### src/design/rsi_pkg.sv
// package: register offsets, field positions and reset values of the reset state initializer
package rsi_pkg;
    // apb register byte offsets
    localparam logic [7:0] OFS_CTRL = 8'h00;
    localparam logic [7:0] OFS_STATUS = 8'h04;
    localparam logic [7:0] OFS_PWR = 8'h08;
    localparam logic [7:0] OFS_PC = 8'h0C;
    localparam logic [7:0] OFS_INTCTL = 8'h10;
    localparam logic [7:0] OFS_PIRF = 8'h14;
    localparam logic [7:0] OFS_WORK = 8'h18;
    localparam logic [7:0] OFS_PTR = 8'h1C;
    localparam logic [7:0] OFS_TMR = 8'h20;
    localparam logic [7:0] OFS_PORTB = 8'h24;
    localparam logic [7:0] OFS_CONV = 8'h28;
    localparam logic [7:0] OFS_EVENT = 8'h2C;
    // status field positions
    localparam int ST_TIMEOUT = 4;
    localparam int ST_POWERDOWN = 3;
    // power status field positions
    localparam int PW_BROWNOUT = 0;
    localparam int PW_POR = 1;
    localparam int PW_PARITY = 2;
    // global irq enable position in irq control
    localparam int IC_IRQ_ENABLE = 7;
    // program counter values, power-on reset values and register masks
    localparam logic [10:0] PC_RESET = 11'h000;
    localparam logic [10:0] PC_VECTOR = 11'h004;
    localparam logic [7:0] STATUS_POR = 8'h18;
    localparam logic [7:0] POR_PWR = 8'h04;
    localparam logic [2:0] PWR_MASK_FULL = 3'h7;
    localparam logic [2:0] PWR_MASK_BOR = 3'h3;
    localparam logic [2:0] PWR_MASK_NOPER = 3'h3;
    localparam logic [7:0] PIRF_MASK = 8'h01;
    // event codes written to the event register
    localparam logic [3:0] EV_EXT_RUN = 4'h1;
    localparam logic [3:0] EV_EXT_HALT = 4'h2;
    localparam logic [3:0] EV_WD_RST = 4'h3;
    localparam logic [3:0] EV_WD_WAKE = 4'h4;
    localparam logic [3:0] EV_BROWNOUT = 4'h5;
    localparam logic [3:0] EV_PARITY = 4'h6;
    localparam logic [3:0] EV_IRQ_WAKE = 4'h7;

    typedef struct packed {
        logic [10:0] pc;
        logic [7:0] status;
        logic [2:0] pwr;
        logic [7:0] intctl;
        logic [7:0] pirf;
        logic [7:0] work;
        logic [7:0] ptr;
        logic [7:0] tmr;
        logic [7:0] portb;
        logic [7:0] conv;
        logic [3:0] last_ev;
        logic [31:0] rdata;
        logic ready;
    } rsi_state_t;
endpackage

### src/design/rsi_top.sv
// module: reset cause recording and register initialisation with apb access
// Summary of operation
// - irq wake with enable set jumps to vector
// - run pin reset: pc zero, top three cleared
// - halt pin reset: pc zero, timeout set, powerdown clear
// - irq wake: next address, timeout set, powerdown clear
// - wake sources keep their irq flags set
// - unimplemented bits always read zero
// - data registers keep contents across events
// - no power status register in variant
// - no brownout cause in variant
// - power-on flag cleared only by power-on
// - brownout flag cleared by brownout reset
// - parity flag: parity clears, power-on sets
// - every reset clears global irq enable
//
// Added by the designer: the APB register port and the address map.
`timescale 1ns/1ps
module rsi_top #(
    parameter bit HAS_PWR = 1'b1,
    parameter bit HAS_BOR = 1'b1,
    parameter bit HAS_PER = 1'b1
) (
    input wire logic pclk,
    input wire logic presetn,
    input wire logic psel,
    input wire logic penable,
    input wire logic pwrite,
    input wire logic [7:0] paddr,
    input wire logic [31:0] pwdata,
    output logic [31:0] prdata,
    output logic pready,
    output logic pslverr,
    input wire logic ext_reset_pin_n,
    input wire logic watchdog_timer_expire,
    input wire logic brownout_det,
    input wire logic parity_error_det,
    input wire logic irq_wake,
    input wire logic [7:0] irq_wake_flags,
    input wire logic [7:0] periph_wake_flags,
    input wire logic halted,
    output logic [10:0] pc_target,
    output logic pc_load
);
    ////////////////////////////////////////////////////////////////////////////
    // pin synchronisers; source pulses are edge detected after two flops
    logic [4:0] sync1_reg;
    logic [4:0] sync2_reg;
    logic [4:0] sync3_reg;
    logic [4:0] raw;
    logic [4:0] rise;
    assign raw = {irq_wake, parity_error_det, brownout_det, watchdog_timer_expire,
                  ~ext_reset_pin_n};
    always_ff @(posedge pclk or negedge presetn)
    begin
        if (!presetn)
        begin
            sync1_reg <= 5'h00;
            sync2_reg <= 5'h00;
            sync3_reg <= 5'h00;
        end
        else
        begin
            sync1_reg <= raw;
            sync2_reg <= sync1_reg;
            sync3_reg <= sync2_reg;
        end
    end
    // reset low matches the idle pin level, so no false edge follows reset
    assign rise = sync2_reg & ~sync3_reg;

    ////////////////////////////////////////////////////////////////////////////
    // state
    rsi_pkg::rsi_state_t st_reg;
    rsi_pkg::rsi_state_t st_next;
    logic load_next;
    logic load_reg;
    logic wr;
    logic rd;
    logic brownout_ev;
    logic per_ev;
    assign wr = psel & penable & pwrite;
    assign rd = psel & ~penable & ~pwrite;
    // parameter-only mask, so the reset branch still loads a constant
    localparam logic [2:0] pwr_mask = HAS_PWR ?
        (rsi_pkg::PWR_MASK_FULL & {HAS_PER, 1'b1, HAS_BOR}) : 3'h0;
    assign brownout_ev = rise[2] & HAS_BOR;
    assign per_ev = rise[3] & HAS_PER;

    always_comb
    begin
        st_next = st_reg;
        load_next = 1'b0;
        st_next.ready = psel & ~penable;
        // software access; event logic below has priority over writes
        if (wr)
        begin
            case (paddr)
                rsi_pkg::OFS_STATUS: st_next.status = pwdata[7:0];
                rsi_pkg::OFS_PWR: st_next.pwr = pwdata[2:0] & pwr_mask;
                rsi_pkg::OFS_INTCTL: st_next.intctl = pwdata[7:0];
                rsi_pkg::OFS_PIRF: st_next.pirf = pwdata[7:0] & rsi_pkg::PIRF_MASK;
                rsi_pkg::OFS_WORK: st_next.work = pwdata[7:0];
                rsi_pkg::OFS_PTR: st_next.ptr = pwdata[7:0];
                rsi_pkg::OFS_TMR: st_next.tmr = pwdata[7:0];
                rsi_pkg::OFS_PORTB: st_next.portb = pwdata[7:0];
                rsi_pkg::OFS_CONV: st_next.conv = pwdata[7:0];
                rsi_pkg::OFS_PC: st_next.pc = pwdata[10:0];
                default: st_next.status = st_reg.status;
            endcase
        end
        // data registers are never touched by events below
        if (rise[0] && !halted)
        begin
            st_next.pc = rsi_pkg::PC_RESET;
            st_next.status[7:5] = 3'h0;
            st_next.intctl[rsi_pkg::IC_IRQ_ENABLE] = 1'b0;
            st_next.last_ev = rsi_pkg::EV_EXT_RUN;
            load_next = 1'b1;
        end
        else if (rise[0])
        begin
            st_next.pc = rsi_pkg::PC_RESET;
            st_next.status[7:5] = 3'h0;
            st_next.status[rsi_pkg::ST_TIMEOUT] = 1'b1;
            st_next.status[rsi_pkg::ST_POWERDOWN] = 1'b0;
            st_next.intctl[rsi_pkg::IC_IRQ_ENABLE] = 1'b0;
            st_next.last_ev = rsi_pkg::EV_EXT_HALT;
            load_next = 1'b1;
        end
        else if (brownout_ev)
        begin
            st_next.pc = rsi_pkg::PC_RESET;
            st_next.status[7:5] = 3'h0;
            st_next.status[rsi_pkg::ST_TIMEOUT] = 1'b1;
            st_next.status[rsi_pkg::ST_POWERDOWN] = 1'b1;
            st_next.pwr[rsi_pkg::PW_BROWNOUT] = 1'b0;
            st_next.intctl[rsi_pkg::IC_IRQ_ENABLE] = 1'b0;
            st_next.last_ev = rsi_pkg::EV_BROWNOUT;
            load_next = 1'b1;
        end
        else if (per_ev)
        begin
            st_next.pc = rsi_pkg::PC_RESET;
            st_next.status[rsi_pkg::ST_TIMEOUT] = 1'b1;
            st_next.status[rsi_pkg::ST_POWERDOWN] = 1'b1;
            st_next.pwr[rsi_pkg::PW_PARITY] = 1'b0;
            st_next.intctl[rsi_pkg::IC_IRQ_ENABLE] = 1'b0;
            st_next.last_ev = rsi_pkg::EV_PARITY;
            load_next = 1'b1;
        end
        else if (rise[1] && !halted)
        begin
            st_next.pc = rsi_pkg::PC_RESET;
            st_next.status[7:5] = 3'h0;
            st_next.status[rsi_pkg::ST_TIMEOUT] = 1'b0;
            st_next.status[rsi_pkg::ST_POWERDOWN] = 1'b1;
            st_next.intctl[rsi_pkg::IC_IRQ_ENABLE] = 1'b0;
            st_next.last_ev = rsi_pkg::EV_WD_RST;
            load_next = 1'b1;
        end
        else if (rise[1])
        begin
            st_next.pc = st_reg.pc + 11'h001;
            st_next.status[rsi_pkg::ST_TIMEOUT] = 1'b0;
            st_next.status[rsi_pkg::ST_POWERDOWN] = 1'b0;
            st_next.last_ev = rsi_pkg::EV_WD_WAKE;
            load_next = 1'b1;
        end
        else if (rise[4] && halted)
        begin
            st_next.pc = st_reg.intctl[rsi_pkg::IC_IRQ_ENABLE] ? rsi_pkg::PC_VECTOR
                                                               : st_reg.pc + 11'h001;
            st_next.status[rsi_pkg::ST_TIMEOUT] = 1'b1;
            st_next.status[rsi_pkg::ST_POWERDOWN] = 1'b0;
            st_next.intctl = st_next.intctl | irq_wake_flags;
            st_next.pirf = st_next.pirf | (periph_wake_flags & rsi_pkg::PIRF_MASK);
            st_next.last_ev = rsi_pkg::EV_IRQ_WAKE;
            load_next = 1'b1;
        end
        // read mux, unimplemented bits zero
        st_next.rdata = 32'h0000_0000;
        if (rd)
        begin
            case (paddr)
                rsi_pkg::OFS_STATUS: st_next.rdata = {24'h0, st_reg.status};
                rsi_pkg::OFS_PWR: st_next.rdata = {29'h0, st_reg.pwr & pwr_mask};
                rsi_pkg::OFS_PC: st_next.rdata = {21'h0, st_reg.pc};
                rsi_pkg::OFS_INTCTL: st_next.rdata = {24'h0, st_reg.intctl};
                rsi_pkg::OFS_PIRF: st_next.rdata = {24'h0, st_reg.pirf};
                rsi_pkg::OFS_WORK: st_next.rdata = {24'h0, st_reg.work};
                rsi_pkg::OFS_PTR: st_next.rdata = {24'h0, st_reg.ptr};
                rsi_pkg::OFS_TMR: st_next.rdata = {24'h0, st_reg.tmr};
                rsi_pkg::OFS_PORTB: st_next.rdata = {24'h0, st_reg.portb};
                rsi_pkg::OFS_CONV: st_next.rdata = {24'h0, st_reg.conv};
                rsi_pkg::OFS_EVENT: st_next.rdata = {28'h0, st_reg.last_ev};
                default: st_next.rdata = 32'h0000_0000;
            endcase
        end
        else if (psel && penable)
        begin
            st_next.rdata = st_reg.rdata;
        end
    end

    // presetn is the power-on reset; undefined data registers start at zero here
    always_ff @(posedge pclk or negedge presetn)
    begin
        if (!presetn)
        begin
            st_reg <= '0;
            st_reg.status <= rsi_pkg::STATUS_POR;
            st_reg.pwr <= rsi_pkg::POR_PWR[2:0] & pwr_mask;
            load_reg <= 1'b0;
        end
        else
        begin
            st_reg <= st_next;
            st_reg.pwr <= st_next.pwr & pwr_mask;
            load_reg <= load_next;
        end
    end

    ////////////////////////////////////////////////////////////////////////////
    // outputs; no wait state on any access
    assign pready = st_reg.ready;
    assign pslverr = 1'b0;
    assign prdata = st_reg.rdata;
    assign pc_target = st_reg.pc;
    assign pc_load = load_reg;
endmodule // rsi_top

### config.mk
export PLATFORM = sky130hd
export DESIGN_NAME = rsi_top
export DESIGN_NICKNAME = d
export VERILOG_FILES = /design/src/design/rsi_pkg.sv /design/src/design/rsi_top.sv
export SDC_FILE = /design/constraint.sdc
export NUM_CORES = 1
export LEC_CHECK = 0
export ABC_AREA = 1
export BUFFER_PORTS_ARGS = -buffer_cell sky130_fd_sc_hd__buf_4
export CORE_MARGIN = 3
export CORE_UTILIZATION = 43
export CTS_BUF_LIST = sky130_fd_sc_hd__clkbuf_8 sky130_fd_sc_hd__clkbuf_16
export CTS_CLUSTER_SIZE = 8
export DETAILED_ROUTE_END_ITERATION = 8
export SETUP_SLACK_MARGIN = 0.1
export SLEW_MARGIN = 20
export SYNTH_ARGS = -nofsm -noshare
export SYNTH_HDL_FRONTEND = slang
export SYNTH_SLANG_ARGS = --single-unit
### constraint.sdc
create_clock -name pclk -period 1.9 [get_ports pclk]
set_clock_uncertainty 0.05 [all_clocks]
set_input_delay 0.285 -clock pclk [delete_from_list [all_inputs] [get_ports pclk]]
set_output_delay 0.285 -clock pclk [all_outputs]
set_load 0.02 [all_outputs]
---- Word level (Yosys, flattened, before mapping) ----
Cells that the tools add are included.
operators by class
  reduce and logical (&&, ||, !) cells .... 16
  bitwise logic cells ..................... 11
  multiplexer cells ....................... 62
  equality and inequality tests ........... 12
  add/sub/neg operators ................... 1
operators by type and width
  kind                     count
  $pmux W11 S11            1
  $mux W78                 1
  $mux W15                 5
  $mux W11                 6
  $mux W16                 4
  $mux W32                 2
  $mux W8                  8
  $eq A8 B5 Y1 const B     4
  $eq A8 B6 Y1 const B     4
  $mux W4                  7
  $mux W1                  19
  $eq A8 B4 Y1 const B     2
  $reduce_and A2 Y1        8
  $reduce_bool A8 Y1       2
  $mux W14                 1
  $add A11 B1 Y11 const B  1
  $mux W2                  5
  $mux W3                  3
  $eq A8 B3 Y1 const B     1
  $or A8 B1 Y8             1
  $or A8 B8 Y8             1
  $reduce_bool A7 Y1       1
  $and A5 B5 Y5            1
  $not A5 Y5               1
  other kinds (5)          13
storage, ports and cells
  output and inout bits ................... 46
  register bits ........................... 131
  logic and storage cells ................. 121
  bits of input ports ..................... 67

---- Longest topological paths before layout ----
Gate-level depths: netlist of run 1.
  depth after elaboration ................. 11
  depth in mapped cells ................... 11
  gate-level depth less buffers ........... 11

---- Worst setup path before layout of run 1 ----
OpenSTA, ideal clock, no wires.
  path type ............................... reg2reg
  start ................................... register sync2_reg[0]
  end ..................................... register st_reg[35] in the netlist's numbering
  data required time ...................... 1,736 ps
  cell stages (with the launch flop) ...... 10
  setup time .............................. 114 ps
  path slack .............................. 486 ps
  path buffers ............................ 0
  data arrival time ....................... 1,250 ps
  clock period less this slack ............ 1,414 ps
  cells stage by stage .................... dfrtp_1 nand2_4 nand2_1 inv_1 nand2_1 nor2_4 inv_2 or2_1 nand3_1 inv_1
between the ends
  word-level cells in the longest chain between the ends .. 3
  elaborated cells between the ends (all ways) .. 5
  classes of those cells .................. mux: 2; bitwise: 1; reduce/logical: 2
ends and longest elaborated chain
  what                                                                   line                            text
  start, declared                                                        rsi_top.sv:48                   logic [4:0] sync2_reg;
  start signal, assigned                                                 rsi_top.sv:65                   sync2_reg <= sync1_reg;
  $and A5 B5 Y5 *                                                        rsi_top.sv:70                   assign rise = sync2_reg & ~sync3_reg;
  $logic_and A1 B1 Y1 / $mux W4 (equally long branches)                  rsi_top.sv:113, rsi_top.sv:121
  $reduce_bool A7 Y1 (no source line) / $mux W4 (equally long branches)  n/a
  end signal, assigned                                                   rsi_top.sv:218                  st_reg <= st_next;
  end, declared                                                          rsi_top.sv:74                   rsi_pkg::rsi_state_t st_reg;
Mark *: on every way between the ends. The rest lies on a longest branch, timed or not.
A chain may end at the register's enable or synchronous reset.

---- Worst setup path after layout of run 1 ----
Ends and elaborated chain as after synthesis.

==> flow_summary.yaml, run 1 <==
placed_design:
  place_area_um2: 6110
  port_buffers: 62
  dp.final_hpwl_um: 10300
  place.gp.congestion: 0.863
layout:
  antennaDiodeCount: 0
  design_area_um2: 6470
  nets: 821
  largest_register_ffs: 63
  areaGrowthSynthToFinish_pct: 13.4
  drive_above_1_share_pct: 22.2
pwr:
  leakagePower_nw: 3.40
  power_density_nw_per_um2: 723
  ir_drop_mv: 0.526
worst_hold_path:
  holdPathStages: 2
  holdCritPathClass: "in2reg"
detailed_routing:
  drtIter0Drc: 298
  drt-total-wl_um: 13900
  wl_per_cell_um: 15.0
  dr_total_vias: 4625
  antenna_left: 0
  avgViaCountPerCell: 4.97
  drc: 0
  firstDrtPassIters: 5
yosys:
  synth_edf_count: 0
  synthFlopType: "dfrtp_1"
  yosys.area.top_type: "dfrtp_1"
  ys_warn_count: 0
  synth.distinct_cells: 45
  synth_area_leaders: "dfrtp_1 43%, nand2_1 15%, buf_4 5.8%, nand3_1 5.5%, inv_1 3.1%"
  synth-seq-cells: 102
  yosys.area.top_type_share_pct: 43.4
  syn_area_um2: 5710
  syn_inst: 699
  yosysSeqAreaShare_pct: 44.8
  ys_async_sr_fraction_pct: 100
  avgSynthCellArea_um2: 8.16
grt:
  grt_overflow: 0
  antenna_found_initial: 0
  grt_pass1_vias: 4322
  grt_pass1_wl_um: 22500
  grtUsageTotal_pct: 19.8
  grt_start_max_net_pins: 46
worst_setup_path:
  r2r-start: "sync2_reg[0]$_DFF_PN0_"
  crit_start: "sync2_reg[0]$_DFF_PN0_"
  crit_required_ps: 2100
  startpoint_type: "register"
  reg2reg_depth: 10
  crit_fanout: 6
  cp_cell_sequence: "nand2_4 > nand2_1 > inv_2 > nand2_1 > buf_4 > nor2_4 > inv_2 > or2_1 > nand3_1 > inv_1"
  rrSetupSlack_ps: 250
  end_kind: "register"
  arrival_ps: 1860
  timing.critical_path.to: "st_reg[35]$_DFFE_PN0P_"
  cp_slowest_cell: "dfrtp_1"
  path_class: "reg2reg"
  reg2reg_to: "st_reg[35]$_DFFE_PN0P_"
  slowest_delay_ps: 420
timing:
  worstMarginPinSlew_ps: 508
  setup_viol: 0
  max_freq_ghz: 0.604
  final.min_clock_period_ps: 1650
  rsz0062_at_grt: "yes"
  final.period_utilization_pct: 87.1
  setup_tns_ps: 0
  hold_viol: 0
  slew_violations: 0
  relSlewSlack_pct: 65.8
clock_network:
  htreeDepth: 3
  clk_pin_slew_ps: 70
  cts_buffers: 9
  cts_tree: "yes"
  cts-root-buf: "clkbuf_16"
  clk_latency_ps: 360
  clock_sinks: 102
  clk_path_buf_depth: 2
die:
  initial_core_util_pct: 44.7
  die_w_um: 121
  core_um2: 12800
  rows: 41
  die_h_um: 121
  dieArea_um2: 14700
  io_pins: 113
run_status:
  outcome: "complete, no violations"
run:
  cap_violations: 0
## metrics by stage
| step | std cells | power (mW) | util (%) | setup slack (ps) | hold WS [ps] |
|---|---|---|---|---|---|
| global route | 930 | 4.88 | 50.7 | 73.5 | 14.7 |
| finish | 930 | 4.68 | 50.7 | 245 | 19.9 |
| global placement | 907 | 2.88 | 47.8 | 216 | 213 |
| CTS | 928 | 4.73 | 50.5 | 225 | 4.88 |
| floorplan | 720 | 2.69 | - | 486 | -60.6 |
| detailed placement | 907 | 2.89 | 47.8 | 187 | 217 |
## cell usage after synthesis (2+ instances only)
master and count:
nand4_1 3, nand2_4 10, a32o_1 3, buf_4 44, buf_2 3, inv_1 47
o21ai_0 26, dfstp_2 3, nor2_1 44, o21ai_1 28, nand3_1 63, o22ai_1 2
o211ai_1 6, xor2_1 2, inv_2 10, dfrtp_1 99, nor2_4 13, nand2_2 8
nor2_2 6, o211ai_2 2, a21oi_1 5, nor2_8 3, clkbuf_1 3, nand2_1 226
o21ai_2 10, buf_6 7, a211oi_1 3, nand3_2 3
## how the worst min path moves through the flow
stage	start	endpoint	slack, ps
2_1_floorplan	presetn	pc_load$_DFF_PN0_	-60
3_3_place_gp	presetn	st_reg[61]$_DFFE_PN0P_	210
3_5_place_dp	presetn	st_reg[61]$_DFFE_PN0P_	220
4_1_cts	ext_reset_pin_n	sync1_reg[0]$_DFF_PN0_	5
5_1_grt	ext_reset_pin_n	sync1_reg[0]$_DFF_PN0_	10
6_report	ext_reset_pin_n	sync1_reg[0]$_DFF_PN0_	20
## where the power goes
group / switching (mW) / leakage (nW) / total, mW / internal [mW]
clock: 0.847 / 0.138 / 1.82 / 0.970
combinational: 0.350 / 1.95 / 0.537 / 0.187
sequential: 0.0615 / 1.32 / 2.32 / 2.26
## logic make-up after synthesis
group	synth area share, %
DFF	44.8
adders and majority gates	0.219
AOI/OAI and AO/OA	9.69
xor gates and xnor gates	0.461
other	0.0657
buffers and inverters	12.2
and+or+nand+nor	32.6
## worst max-delay path: cells and delay by family, from the launching register on
kind	cells	cell delay, ps
buf+inv	4	340
simple gates	6	740
flops	1	420
## what timing repair did
item | in CTS | in global routing
hold endpoints to repair | 28 | 0
buffers inserted | 0 | 2
resized for setup | 0 | 2
hold buffers | 5 | 0
endpoints found under the setup margin | 0 | 4
## layout by cell type, fill, tap and decap left out, types with 2 or more instances in the layout
cell           instances
o21ai_0               26
o21ai_1               28
xor2_1                 2
a32o_1                 3
nor2_4                13
a211oi_1               3
buf_4                 74
nand2_4               10
o21ai_2               10
dlygate4sd3_1          5
inv_1                 46
o211ai_1               6
nor2_1                44
inv_2                 10
clkbuf_16              9
nor2_2                 6
clkinv_4               2
nand3_1               63
a21oi_1                5
buf_12                 2
nor2_8                 3
dfstp_2                3
o22ai_1                2
nand2_2                8
o211ai_2               2
inv_4                  2
nand2_1              226
clkbuf_8               2
nand4_1                3
nand3_2                3
dfrtp_1               99
conb_1                22
clkinvlp_4             2
## routing by layer
metal | vias up | GRT usage (%) | wire (um)
li1 | 2278 | - | -
met1 | 2207 | 26.9 | 6300
met2 | 120 | 31.3 | 6630
met3 | 20 | 3.87 | 633
met4 | 0 | 7.91 | 347
met5 | - | 0 | 0
## final cells by class
| type | count | area (um2) |
|---|---|---|
| flip-flops and latches | 102 | 2560 |
| clock buffers | 11 | 253 |
| inverters | 59 | 228 |
| well taps | 172 | 215 |
| repair buffers | 81 | 646 |
| multi-input cells | 500 | 2530 |
| clock inverters | 5 | 41.3 |
| fillers | 1239 | 6300 |
No activity file was read; power rests on OpenSTA's default activity.
==> inputs of run 2 (changes only) <==
Settings changed: CORE_UTILIZATION 43 to 51, CTS_CLUSTER_DIAMETER from default to 40, PLACE_DENSITY from default to 0.75.
==> flow_summary.yaml, run 2 (synthesis gave the netlist of run 1 again) <==
worst_hold_path:
  holdCritPathClass: "in2reg"
  min_from: "penable"
detailed_routing:
  firstDrtPassIters: 5
  antenna_left: 0
  drtIter0Drc: 332
  drt-total-wl_um: 13800
  drc: 0
  dr_total_vias: 4700
  wl_per_cell_um: 15.5
  avgViaCountPerCell: 5.30
timing:
  worstMarginPinSlew_ps: 540
  slew_violations: 0
  hold_viol: 0
  setup_viol: 0
  rsz0062_at_grt: "no"
  final.min_clock_period_ps: 1630
  relSlewSlack_pct: 63.7
  max_freq_ghz: 0.612
  setup_tns_ps: 0
  final.period_utilization_pct: 86.0
layout:
  antennaDiodeCount: 0
  nets: 816
  largest_register_ffs: 63
  drive_above_1_share_pct: 22.0
  layout_commonest_cell: "nand2_1"
  final_cell_mix: "221 x nand2_1, 99 x dfrtp_1, 69 x buf_4"
  areaGrowthSynthToFinish_pct: 10.3
run_status:
  outcome: "complete, no violations"
clock_network:
  cts_tree: "yes"
  clock_sinks: 102
  cts-root-buf: "clkbuf_8"
  cts_buffers: 9
  htreeDepth: 3
  post-cts-setup-buffers: 0
  clk_path_buf_depth: 2
  clk_latency_ps: 370
  clk_pin_slew_ps: 90
worst_setup_path:
  crit_required_ps: 2090
  crit_start: "sync3_reg[2]$_DFF_PN0_"
  r2r-start: "sync3_reg[2]$_DFF_PN0_"
  end_kind: "register"
  startpoint_type: "register"
  arrival_ps: 1830
  path_class: "reg2reg"
  crit_fanout: 8
  rrSetupSlack_ps: 270
die:
  die_w_um: 112
  dieArea_um2: 12500
  initial_core_util_pct: 53.8
  io_pins: 113
  core_um2: 10600
  rows: 37
  die_h_um: 112
grt:
  grt_overflow: 0
  grt_pass1_vias: 4583
  grt_pass1_wl_um: 22800
  grtUsageTotal_pct: 22.7
  grt_start_max_net_pins: 41
  antenna_found_initial: 0
run:
  cap_violations: 0
placed_design:
  port_buffers: 62
  dp.final_hpwl_um: 10200
  place.gp.congestion: 0.894
pwr:
  p_total_mw: 4.21
  ir_drop_mv: 0.579
  power_density_nw_per_um2: 669
  leakagePower_nw: 3.33
## run 2: changes by cell type in the layout (fill, tap and decap cells not counted), sizes merged
cell / change
bufinv: +1
clkinvlp: -1
buf: -6
dlygate4sd3: +1
clkinv: -2
## run 2: final timing paths
path	depth (start not counted)	endpoint
min in group asynchronous	2	st_reg[49]$_DFFE_PN0P_
worst max-delay path	10	st_reg[91]$_DFF_PN0_
worst max register to register	10	st_reg[91]$_DFF_PN0_
max in group asynchronous	3	st_reg[99]$_DFF_PN1_
worst min-delay path	2	pready$_DFF_PN0_
worst min register to register	0	sync2_reg[3]$_DFF_PN0_
## run 2: worst max-delay path: stages (launching register included)
cell and delay [ps]:
dfrtp_1 360, inv_1 50, nand2_1 80, nand2_1 120
inv_1 100, nand2_4 100, inv_1 90, nand2_2 90
clkinvlp_4 230, nand2_1 130, o211ai_1 100
## run 2: layout make-up
class	instances	area (um2)
Fill cell	986	4310
Sequential cell	102	2560
Multi-Input combinational cell	500	2550
Timing Repair Buffer	76	598
Inverter	59	229
Tap cell	136	170
Clock buffer	11	151
Clock inverter	3	37.5
## run 2: through the flow
step	setup WS, ps	util, %	cell area (um2)	cells	hold slack (ps)
floorplan	486	-	5780	720	-60.6
global placement	252	56.8	6020	867	127
detailed placement	191	56.8	6020	867	126
CTS	180	59.2	6270	887	16.8
global route	147	59.4	6290	887	19.1
finish	266	59.4	6290	887	28.1
## run 2: routing by layer
| metal | wire, um | GRT usage (%) |
|---|---|---|
| met1 | 5750 | 28.0 |
| met2 | 6980 | 38.7 |
| met3 | 678 | 5.22 |
| met4 | 343 | 8.68 |
| met5 | 0 | 0 |
## run 2: power by group
part / switching (mW) / internal, mW / leakage, nW
logic: 0.350 / 0.178 / 1.92
clock network: 0.704 / 0.659 / 0.104
registers: 0.0589 / 2.26 / 1.32
total: 1.11 / 3.10 / 3.33
## run 2: repair_timing
action	in CTS	in global routing
setup endpoints to repair	0	8
hold endpoints to repair	19	0
hold buffers	6	0
resized for setup	0	9
